<file path="src/inc/dfm_pkg.sv">
// dfm_pkg: constants and carriers for the format, filter and mode register bank
// assumes: 8-bit registers reached over a four-wire serial control port
`default_nettype none

package dfm_pkg;

  // ----------------------------------------
  // register offsets on the control port
  // ----------------------------------------
  localparam logic [6:0] AUDIO_FORMAT_CONTROL_OFS   = 7'h05;
  localparam logic [6:0] FILTER_CONTROL_OFS         = 7'h06;
  localparam logic [6:0] OPERATING_MODE_CONTROL_OFS = 7'h07;

  // ----------------------------------------
  // values after reset
  // ----------------------------------------
  localparam logic [7:0] AUDIO_FORMAT_CONTROL_RST   = 8'h0A; // 24-bit, i2s
  localparam logic [7:0] FILTER_CONTROL_RST         = 8'h00;
  localparam logic [7:0] OPERATING_MODE_CONTROL_RST = 8'h00;

  // ----------------------------------------
  // field positions
  // ----------------------------------------
  localparam int IWL_LSB  = 0;   // input word length, 2 bits
  localparam int FMT_LSB  = 2;   // framing format, 2 bits
  localparam int LRP_BIT  = 4;   // frame clock polarity / dsp variant
  localparam int BCP_BIT  = 5;   // bit clock polarity
  localparam int REV_BIT  = 6;   // output phase invert
  localparam int PWD_BIT  = 7;   // power down
  localparam int PFIL_LSB = 0;   // pcm filter, 3 bits
  localparam int DFIL_LSB = 3;   // dsd comp filter, 2 bits
  localparam int DEEM_LSB = 5;   // de-emphasis, 2 bits
  localparam int ZFHI_BIT = 7;   // zero flag force high
  localparam int MODE_LSB = 0;   // operating mode, 2 bits
  localparam int RAT_LSB  = 2;   // clock ratio, 3 bits
  localparam int BAND_LSB = 5;   // rate band, 2 bits
  localparam int BYP_BIT  = 7;   // eight fs bypass

  // ----------------------------------------
  // codes and limits
  // ----------------------------------------
  localparam logic [1:0] FMT_DSP      = 2'h3;
  localparam logic [1:0] MODE_PCM     = 2'h0;
  localparam logic [1:0] MODE_UNUSED  = 2'h3;
  localparam logic [1:0] BAND_LOW     = 2'h0;
  localparam logic [1:0] BAND_UNUSED  = 2'h3;
  localparam logic [2:0] PFIL_MAX     = 3'h4;
  localparam logic [2:0] PFIL_FIRST   = 3'h0;
  localparam logic [2:0] RATIO_MAX    = 3'h6;
  localparam logic [2:0] RATIO_AUTO   = 3'h0;

  // ----------------------------------------
  // serial frame timing, in sclk edges
  // ----------------------------------------
  localparam logic [4:0] FRAME_BITS = 5'h10; // read flag, 7 addr, 8 data
  localparam logic [4:0] HEAD_BITS  = 5'h08; // read flag plus address

  // register selector
  typedef enum logic [1:0] {
    DFM_SEL_NONE = 2'b00,
    DFM_SEL_FMT  = 2'b01,
    DFM_SEL_FLT  = 2'b10,
    DFM_SEL_MODE = 2'b11
  } dfm_sel_e;

  // decoded controls toward the datapath
  typedef struct packed {
    logic [1:0] input_word_length;
    logic [1:0] framing_format;
    logic       frame_clock_polarity;
    logic       dsp_variant_b;
    logic       bit_clock_polarity;
    logic       output_phase_invert;
    logic       power_down;
    logic [2:0] pcm_filter_select;
    logic [1:0] dsd_comp_filter_select;
    logic [1:0] deemphasis_select;
    logic [1:0] operating_mode_select;
    logic [2:0] clock_ratio_select;
    logic [1:0] rate_band_select;
    logic       eight_fs_bypass;
  } dfm_ctl_s;

endpackage

`default_nettype wire

</file>
<file path="src/logic/dfm_regs.sv">
// dfm_regs: format, filter and mode control registers behind the serial port
// assumes: cs_n, sclk, sdi arrive asynchronously from the host pins;
// zero_detect comes from datapath logic on the same clock
`default_nettype none

module dfm_regs (
  input  wire logic          clock,
  input  wire logic          rst,
  input  wire logic          cs_n,         // serial frame select, low active
  input  wire logic          sclk,         // serial bit clock
  input  wire logic          sdi,          // serial data in
  input  wire logic          zero_detect,  // datapath zero detection
  output var  logic          sdo,          // serial readback data
  output var  logic          sdo_oe,       // high while driving sdo
  output var  dfm_pkg::dfm_ctl_s ctl,      // decoded controls
  output var  logic          zero_flag_out // zero flag pin level
);

  // ----------------------------------------
  // address decode
  // ----------------------------------------
  // shared by write commit and readback
  function automatic dfm_pkg::dfm_sel_e sel_of(input logic [6:0] a);
    case (a)
      dfm_pkg::AUDIO_FORMAT_CONTROL_OFS:   sel_of = dfm_pkg::DFM_SEL_FMT;
      dfm_pkg::FILTER_CONTROL_OFS:         sel_of = dfm_pkg::DFM_SEL_FLT;
      dfm_pkg::OPERATING_MODE_CONTROL_OFS: sel_of = dfm_pkg::DFM_SEL_MODE;
      default:                             sel_of = dfm_pkg::DFM_SEL_NONE;
    endcase
  endfunction

  // ----------------------------------------
  // pin synchronisers
  // ----------------------------------------
  // order {cs_n, sclk, sdi}
  logic [2:0] s1_q, s2_q, s3_q; // three stage chain
  logic [2:0] flt_q, flt_d;     // agreed level
  logic [2:0] prv_q;            // agreed level, one clock older

  // a one-clock glitch on a pin never reaches the shifter, at the
  // cost of one extra clock of lag on every pin
  // accept a change only once stages two and three agree
  always_comb begin
    for (int i = 0; i < 3; i++) begin
      flt_d[i] = (s2_q[i] == s3_q[i]) ? s3_q[i] : flt_q[i];
    end
  end

  // chain and filter registers; idle levels are cs high, sclk low
  always_ff @(posedge clock or posedge rst) begin
    if (rst) begin
      s1_q  <= 3'h4;
      s2_q  <= 3'h4;
      s3_q  <= 3'h4;
      flt_q <= 3'h4;
      prv_q <= 3'h4;
    end else begin
      s1_q  <= {cs_n, sclk, sdi};
      s2_q  <= s1_q;
      s3_q  <= s2_q;
      flt_q <= flt_d;
      prv_q <= flt_q;
    end
  end

  logic cs_act;   // frame open
  logic cs_end;   // frame just closed
  logic sck_rise; // sample edge
  logic sck_fall; // launch edge
  assign cs_act   = ~flt_q[2];
  assign cs_end   = flt_q[2] & ~prv_q[2];
  assign sck_rise = flt_q[1] & ~prv_q[1];
  assign sck_fall = ~flt_q[1] & prv_q[1];

  // ----------------------------------------
  // serial shifter
  // ----------------------------------------
  logic [15:0] sh_q, sh_d;   // incoming bits, msb first
  logic [4:0]  cnt_q, cnt_d; // bits taken this frame
  logic [7:0]  rd_q, rd_d;   // outgoing readback bits
  logic        sdo_d, oe_d;
  logic        wr_go;        // commit a complete write frame
  logic [7:0]  rd_val;       // readback mux
  // bank storage lives here because the readback mux reads it
  logic [7:0]  fmt_q, fmt_d;     // audio_format_control
  logic [7:0]  flt_r_q, flt_r_d; // filter_control
  logic [7:0]  mode_q, mode_d;   // operating_mode_control

  // readback of the addressed register, zero elsewhere
  always_comb begin
    case (sel_of(sh_q[6:0]))
      dfm_pkg::DFM_SEL_FMT:  rd_val = fmt_q;
      dfm_pkg::DFM_SEL_FLT:  rd_val = flt_r_q;
      dfm_pkg::DFM_SEL_MODE: rd_val = mode_q;
      default:               rd_val = 8'h00;
    endcase
  end

  // shift in on rising sclk, shift out on falling sclk
  always_comb begin
    sh_d  = sh_q;
    cnt_d = cnt_q;
    rd_d  = rd_q;
    sdo_d = sdo;
    oe_d  = sdo_oe;
    wr_go = 1'b0;
    if (!cs_act) begin
      // commit only on the closing edge of cs, so a host can abort a
      // frame at any point by raising cs early
      // a short or long frame is dropped whole
      wr_go = cs_end && (cnt_q == dfm_pkg::FRAME_BITS) && !sh_q[15];
      cnt_d = 5'h00;
      oe_d  = 1'b0;
      sdo_d = 1'b0;
    end else if (sck_rise) begin
      sh_d = {sh_q[14:0], flt_q[0]};
      // stop counting past a full frame so overruns never commit
      if (cnt_q <= dfm_pkg::FRAME_BITS) begin
        cnt_d = cnt_q + 5'h01;
      end
    end else if (sck_fall) begin
      if (cnt_q == dfm_pkg::HEAD_BITS && sh_q[7]) begin
        // launching on the fall gives the host a whole low phase to
        // see the bit settle before its next rising edge
        // header done, read flag set: load and launch msb
        rd_d  = rd_val;
        sdo_d = rd_val[7];
        oe_d  = 1'b1;
      end else if (oe_d) begin
        rd_d  = {rd_q[6:0], 1'b0};
        sdo_d = rd_q[6];
      end
    end
  end

  // shifter registers
  always_ff @(posedge clock or posedge rst) begin
    if (rst) begin
      sh_q   <= 16'h0000;
      cnt_q  <= 5'h00;
      rd_q   <= 8'h00;
      sdo    <= 1'b0;
      sdo_oe <= 1'b0;
    end else begin
      sh_q   <= sh_d;
      cnt_q  <= cnt_d;
      rd_q   <= rd_d;
      sdo    <= sdo_d;
      sdo_oe <= oe_d;
    end
  end

  // ----------------------------------------
  // register bank
  // ----------------------------------------
  // stored bytes are declared with the shifter above; the decode
  // below, not the store, keeps unused codes away from the datapath

  // every bit is stored as written, unused codes included
  always_comb begin
    fmt_d   = fmt_q;
    flt_r_d = flt_r_q;
    mode_d  = mode_q;
    if (wr_go) begin
      case (sel_of(sh_q[14:8]))
        dfm_pkg::DFM_SEL_FMT:  fmt_d   = sh_q[7:0];
        dfm_pkg::DFM_SEL_FLT:  flt_r_d = sh_q[7:0];
        dfm_pkg::DFM_SEL_MODE: mode_d  = sh_q[7:0];
        default:               fmt_d   = fmt_q;     // unmapped: ignored
      endcase
    end
  end

  // bank registers
  always_ff @(posedge clock or posedge rst) begin
    if (rst) begin
      fmt_q   <= dfm_pkg::AUDIO_FORMAT_CONTROL_RST;
      flt_r_q <= dfm_pkg::FILTER_CONTROL_RST;
      mode_q  <= dfm_pkg::OPERATING_MODE_CONTROL_RST;
    end else begin
      fmt_q   <= fmt_d;
      flt_r_q <= flt_r_d;
      mode_q  <= mode_d;
    end
  end

  // ----------------------------------------
  // control decode
  // ----------------------------------------
  dfm_pkg::dfm_ctl_s ctl_d;
  logic              zf_d;

  // unused codes fall back to the default setting
  always_comb begin
    ctl_d.input_word_length  = fmt_q[dfm_pkg::IWL_LSB +: 2];
    ctl_d.framing_format     = fmt_q[dfm_pkg::FMT_LSB +: 2];
    // same bit, meaning depends on framing
    ctl_d.frame_clock_polarity = fmt_q[dfm_pkg::LRP_BIT] &&
                                 (ctl_d.framing_format != dfm_pkg::FMT_DSP);
    ctl_d.dsp_variant_b        = fmt_q[dfm_pkg::LRP_BIT] &&
                                 (ctl_d.framing_format == dfm_pkg::FMT_DSP);
    ctl_d.bit_clock_polarity  = fmt_q[dfm_pkg::BCP_BIT];
    ctl_d.output_phase_invert = fmt_q[dfm_pkg::REV_BIT];
    ctl_d.power_down          = fmt_q[dfm_pkg::PWD_BIT];
    ctl_d.pcm_filter_select = flt_r_q[dfm_pkg::PFIL_LSB +: 3];
    if (ctl_d.pcm_filter_select > dfm_pkg::PFIL_MAX) begin
      ctl_d.pcm_filter_select = dfm_pkg::PFIL_FIRST;
    end
    ctl_d.dsd_comp_filter_select = flt_r_q[dfm_pkg::DFIL_LSB +: 2];
    ctl_d.deemphasis_select      = flt_r_q[dfm_pkg::DEEM_LSB +: 2];
    ctl_d.operating_mode_select  = mode_q[dfm_pkg::MODE_LSB +: 2];
    if (ctl_d.operating_mode_select == dfm_pkg::MODE_UNUSED) begin
      ctl_d.operating_mode_select = dfm_pkg::MODE_PCM;
    end
    ctl_d.clock_ratio_select = mode_q[dfm_pkg::RAT_LSB +: 3];
    if (ctl_d.clock_ratio_select > dfm_pkg::RATIO_MAX) begin
      ctl_d.clock_ratio_select = dfm_pkg::RATIO_AUTO;
    end
    ctl_d.rate_band_select = mode_q[dfm_pkg::BAND_LSB +: 2];
    if (ctl_d.rate_band_select == dfm_pkg::BAND_UNUSED) begin
      ctl_d.rate_band_select = dfm_pkg::BAND_LOW;
    end
    ctl_d.eight_fs_bypass = mode_q[dfm_pkg::BYP_BIT];
    // force wins over the detector
    zf_d = flt_r_q[dfm_pkg::ZFHI_BIT] | zero_detect;
  end

  // output flops, so the datapath sees clean levels
  // one clock of extra lag buys glitch-free control levels
  always_ff @(posedge clock or posedge rst) begin
    if (rst) begin
      ctl           <= '0;
      zero_flag_out <= 1'b0;
    end else begin
      ctl           <= ctl_d;
      zero_flag_out <= zf_d;
    end
  end
endmodule

`default_nettype wire

</file>
<file path="config.mk">
export PLATFORM = sky130hd
export DESIGN_NAME = dfm_regs
export DESIGN_NICKNAME = d
export VERILOG_FILES = /design/src/inc/dfm_pkg.sv /design/src/logic/dfm_regs.sv
export SDC_FILE = /design/constraint.sdc
export NUM_CORES = 1
export LEC_CHECK = 0
export BUFFER_PORTS_ARGS = -buffer_cell sky130_fd_sc_hd__buf_2
export CAP_MARGIN = 20
export CORE_MARGIN = 2
export CORE_UTILIZATION = 63
export DETAILED_ROUTE_END_ITERATION = 8
export GPL_TIMING_DRIVEN = 0
export PLACE_DENSITY = 0.84
export SLEW_MARGIN = 20
export SYNTH_ARGS = -nofsm -noshare
export SYNTH_HDL_FRONTEND = slang
export SYNTH_SLANG_ARGS = --single-unit
</file>
<file path="constraint.sdc">
create_clock -name clock -period 5 [get_ports clock]
set_clock_uncertainty 0.05 [all_clocks]
set_input_delay 0.25 -clock clock [delete_from_list [all_inputs] [get_ports clock]]
set_output_delay 0.25 -clock clock [all_outputs]
set_load 0.005 [all_outputs]
</file>
-- Word-level counts from Yosys, hierarchy flattened
Index checks and enable logic that the tools add are counted.
- add/subtract/negate cells: 1
- $mul: 0
- div/mod/pow operators: 0
- order comparisons: 3
- equality and inequality tests: 22
- shifts and indexed selects: 0
- muxes and demuxes: 23
- bitwise operators: 9
- reduce and logical (&&, ||, !) cells: 20
- operators by type and width (cell ; number):
    $eq 7x3->1 const B ; 6
    $pmux 8 s3 ; 1
    $mux 5 ; 3
    $eq 2x2->1 const B ; 7
    $mux 7 ; 2
    $pmux 2 s3 ; 2
    $mux 1 ; 10
    $reduce_and 2->1 ; 5
    $reduce_bool 2->1 ; 5
    $gt 3x3->1 const B ; 2
    $mux 2 ; 3
    $mux 3 ; 2
    $reduce_and 3->1 ; 2
    $add 5x1->5 const B ; 1
    $eq 5x4->1 const B ; 1
    $eq 5x5->1 const B ; 1
    $le 5x5->1 const B ; 1
    $logic_and 1x1->1 ; 5
    $not 1->1 ; 5
    $eq 2x1->1 const B ; 2
    $ne 2x2->1 const B ; 2
    $reduce_and 4->1 ; 1
    $and 1x1->1 ; 3
    $eq 1x1->1 ; 3
    other kinds (3) ; 3
- flip-flop bits (word level): 94
- bits in latches: 0
- memory bits (writable): 0
- ROM bits: 0
- bits of input ports: 6
- output and inout port bits: 27
- logic and storage cells: 108
- memories kept: 0

-- Depth between registers and ports, before layout
- depth after elaboration: 8
- mapped depth: 6
- gate-level depth less buffers: 6

-- Worst setup path before layout
No wires, ideal clock.
- path kind: register -> register
- start point: register cnt_q[0]
- end point: register fmt_q[0]
- library setup time: 125 ps
- data arrival time: 1751 ps
- data required time: 4825 ps
- slack: 3074 ps
- stages on the path, launching flop included: 7
- buffers on the path: 0
- period minus slack after synthesis: 1926 ps
- cell sequence: dfrtp_1 > inv_1 > ha_1 > nor3b_4 > nand4_4 > nor3b_4 > mux2_2
- word-level cells in the longest chain between the ends: 5
- ends and longest elaborated chain (what ; RTL line ; RTL):
    start, declared ; dfm_regs.sv:79 ; logic [4:0] cnt_q, cnt_d;
    start signal, assigned ; dfm_regs.sv:146 ; cnt_q <= cnt_d;
    $eq 5x5->1 ; dfm_regs.sv:111 ; wr_go = cs_end && (cnt_q == dfm_pkg::FRAME_BITS) && !sh_q[15];
    $logic_and 1x1->1 (2 in series) ; dfm_regs.sv:111 ;
    $mux 1 ; dfm_regs.sv:107 ; if (!cs_act) begin
    $reduce_and 2->1 (no line) ; - ;
    end signal, assigned ; dfm_regs.sv:177 ; fmt_q <= dfm_pkg::AUDIO_FORMAT_CONTROL_RST;
    end signal, assigned ; dfm_regs.sv:181 ; fmt_q <= fmt_d;
    end, declared ; dfm_regs.sv:85 ; logic [7:0] fmt_q, fmt_d;
No other way between the ends.
A chain may end at the register's enable or synchronous reset.

-- Worst setup path in the final report
- start point: register cnt_q[0]
- end point: register fmt_q[5]
The elaborated chain is that of the path after synthesis.

==> results.json <==
{
  "h-tree-depth": 3,
  "r2r-start": "cnt_q[0]",
  "maxSlewViolCount": 0,
  "ant_nets": 0,
  "min_path_type": "input pin to flop",
  "ys.flop_type": "dfrtp_1",
  "dieWidth_um": 80.08,
  "cp.arrival_ps": 2480,
  "tns_ps": 0,
  "wl_per_cell_um": 16.64,
  "fillers": 357,
  "outcome": "finished clean",
  "synth_enable_flop_cells": 0,
  "synthSimpleGateAreaFrac_pct": 8.819,
  "finalCritPeriodShare_pct": 45.83,
  "synth.area.top_cells": "dfrtp_1 59%, mux2_2 14%, dfstp_2 5.0%, mux2i_1 1.9%, a21boi_0 1.9%",
  "worst-setup-path-type": "flop to flop",
  "ys_seq_elements": 93,
  "track_usage_pct": 21.99,
  "grt_pass1_wl_um": 10460,
  "cts_resized": 0,
  "grt_pass1_vias": 2181,
  "root_buffer": "clkbuf_8",
  "synth_area_per_cell_um2": 14.88,
  "start_kind": "flop",
  "netSwitchingFraction_pct": 24.90,
  "max-clock-path-buffers": 2,
  "core.rowCount": 27,
  "power_frac_clock_pct": 36.8,
  "ioPinCount": 33,
  "setup_viol": 0,
  "yosysWarnings": 0,
  "finalHoldViolations": 0,
  "netlist.area_leader.share_pct": 59.03,
  "muxShareOfSynthArea_pct": 16.75,
  "hold_depth": 2,
  "vias": 2121,
  "ir_drop_v": 0.0002886,
  "place_hpwl_um": 4098,
  "max_cap_viol_count": 0,
  "internal_power_w": 0.001225,
  "multi_input_area_um2": 1255,
  "p_switching_w": 0.0004062,
  "dieArea_um2": 6412,
  "crit_end": "fmt_q[5]",
  "p_comb_share_pct": 10.6,
  "synthTopCellsByCount": "86 x dfrtp_1, 46 x mux2_2, 9 x a21boi_0, 9 x a22oi_1, 9 x nor2b_1",
  "max_freq_mhz": 436.4,
  "p_leak_nw": 2.032,
  "clock_latency_ps": 350,
  "die_h_um": 80.08,
  "max_slew.worst_pin.slew_ps": 581.6,
  "antenna_cells": 0,
  "cp.required_ps": 5180,
  "via_per_inst": 5.732,
  "fin_util_pct": 76.06,
  "r2r_cells": 6,
  "core_um2": 5540,
  "cts_tree": "built",
  "gp_congestion": 0.7384,
  "synthAdderAreaFrac_pct": 1.510,
  "p_per_area_nw_per_um2": 387.1,
  "synth_top_family_by_area": "multiplexers",
  "regToRegEndpoint": "fmt_q[5]",
  "synth_compound_area_share_pct": 6.623,
  "drt_wl_total_um": 6155,
  "crit_start": "cnt_q[0]",
  "clkTransAtPathRegs_ps": 80,
  "crit_fanout": 8,
  "synth_fp_nets": 253,
  "regArea_um2": 2336,
  "pwr-share-seq_pct": 52.7,
  "rsz0062_at_grt": "false",
  "critPathCaptureType": "flop",
  "ys_types": 41,
  "syn-instance-count": 245,
  "port_buffers": 32,
  "start_util_pct": 65.81,
  "area_growth_pct": 15.58,
  "min_period_ps": 2291,
  "nets": 301,
  "drt_iter0_markers": 141,
  "seq_area_frac_synth_pct": 64.07,
  "yosys.cell_count.top_type": "dfrtp_1",
  "antenna_found_initial": 0,
  "cts_buffers": 9,
  "ff2ff_setup_slack_ps": 2710,
  "post_cts.repair.setup_buffers": 0,
  "slew_headroom_pct": 61.19,
  "syn-cell-area_um2": 3646,
  "drive_gt1_share_pct": 38.26,
  "synth_xor_area_share_pct": 0.7207,
  "drt_first_pass_iters": 4,
  "drc": 0,
  "yosys.area.top_type": "dfrtp_1",
  "cts.sinks": 93,
  "gr-total-overflow": 0,
  "grt_max_degree": 57,
  "async_reset_ff_share_pct": 100.0
}
## power by group through the flow
stage          Combinational (W)  Sequential (W)  Clock [W]
5_1_grt                 0.000189        0.000868   0.000638
2_1_floorplan           0.000132        0.000851          0
3_5_place_dp            0.000171        0.000873          0
4_1_cts                 0.000175        0.000858   0.000609
6_report                0.000172        0.000859   0.000600
3_3_place_gp            0.000162        0.000869          0
## cells in the final DEF (no fill, tap or decap), types with 3 or more instances in the layout
cell type      Yosys  final
dfrtp_1           86     86
mux2_2            46     46
buf_2              2     34
clkbuf_8           0     10
nor2b_1            9      9
a22oi_1            9      9
a21boi_0           9      9
nor2_1             8      8
mux2i_1            7      7
dfstp_2            7      7
inv_1              7      6
o21ai_0            6      6
clkbuf_1           3      4
dlygate4sd3_1      0      4
nor3b_4            3      3
nand4_1            3      3
a21oi_1            3      3
maj3_1             3      3
bufinv_16          0      3
## sequential cells by signal (all words and copies together), names as in the netlist
signal and flops:
cnt_q 5, s3_q 3, prv_q 2, s1_q 3
mode_q 8, zero_flag_out 1, sh_q 16, flt_q 3
sdo_oe 1, rd_q 7, s2_q 3, sdo 1
flt_r_q 8, fmt_q 8, ctl 24
## repair_timing
action                                  4_1_cts  5_1_grt
hold endpoints to repair                     35        0
endpoints found under the setup margin        0        0
hold buffers                                  4        0
## area by class of cell
class	instances	share of cell area [%]
Buffer	7	0.6829
Clock inverter	5	2.524
Timing Repair Buffer	37	5.404
Clock buffer	11	3.355
Tap cell	72	2.138
Multi-Input combinational cell	138	29.78
Inverter	7	0.6829
Sequential cell	93	55.43
## layer usage
| metal | part of all wire [%] | track usage, % | wire length [µm] | vias up |
|---|---|---|---|---|
| met3 | 4.4 | 4.157 | 273 | 12 |
| li1 | - | - | - | 976 |
| met1 | 44 | 29.18 | 2738 | 1078 |
| met2 | 49 | 35.17 | 3018 | 55 |
| met4 | 2.0 | 10.68 | 125 | 0 |
| met5 | 0 | 0 | 0 | - |
## critical path, stage by stage (launching register included)
cell	delay, ps
dfrtp_1	420
inv_1	70
ha_1	180
nor3b_4	300
nand4_4	190
nor3b_4	560
mux2_2	400
## how the worst min path moves through the flow
stage                      from       endpoint
floorplan                  cs_n        s1_q[2]
global placement        s1_q[1]        s2_q[1]
detailed placement          rst        ctl[13]
CTS                 zero_detect  zero_flag_out
global route        zero_detect  zero_flag_out
finish              zero_detect  zero_flag_out
## logic make-up (layout without fill, tap and decap cells)
| group | Yosys count | count (layout) |
|---|---|---|
| flip-flops | 93 | 93 |
| multiplexers | 55 | 55 |
| AND/OR/NAND/NOR | 42 | 42 |
| AO/OA/AOI/OAI | 33 | 33 |
| buffers and inverters | 14 | 67 |
| adder cells (fa/ha/maj) | 5 | 5 |
| XOR/XNOR | 3 | 3 |
## per-stage QoR
stage / hold slack, ps / power, W / area, µm² / std cells / setup WS, ps
6_report: 38.22 / 0.001631 / 4214 / 370 / 2709
3_5_place_dp: 259.6 / 0.001044 / 3926 / 350 / 2767
4_1_cts: 23.81 / 0.001642 / 4214 / 370 / 2688
3_3_place_gp: 282.7 / 0.001031 / 3896 / 349 / 1377
2_1_floorplan: 204.5 / 0.0009835 / 3646 / 245 / 2291
5_1_grt: 24.31 / 0.001695 / 4214 / 370 / 2587
Note: power is estimated with default switching activity, not from simulation.
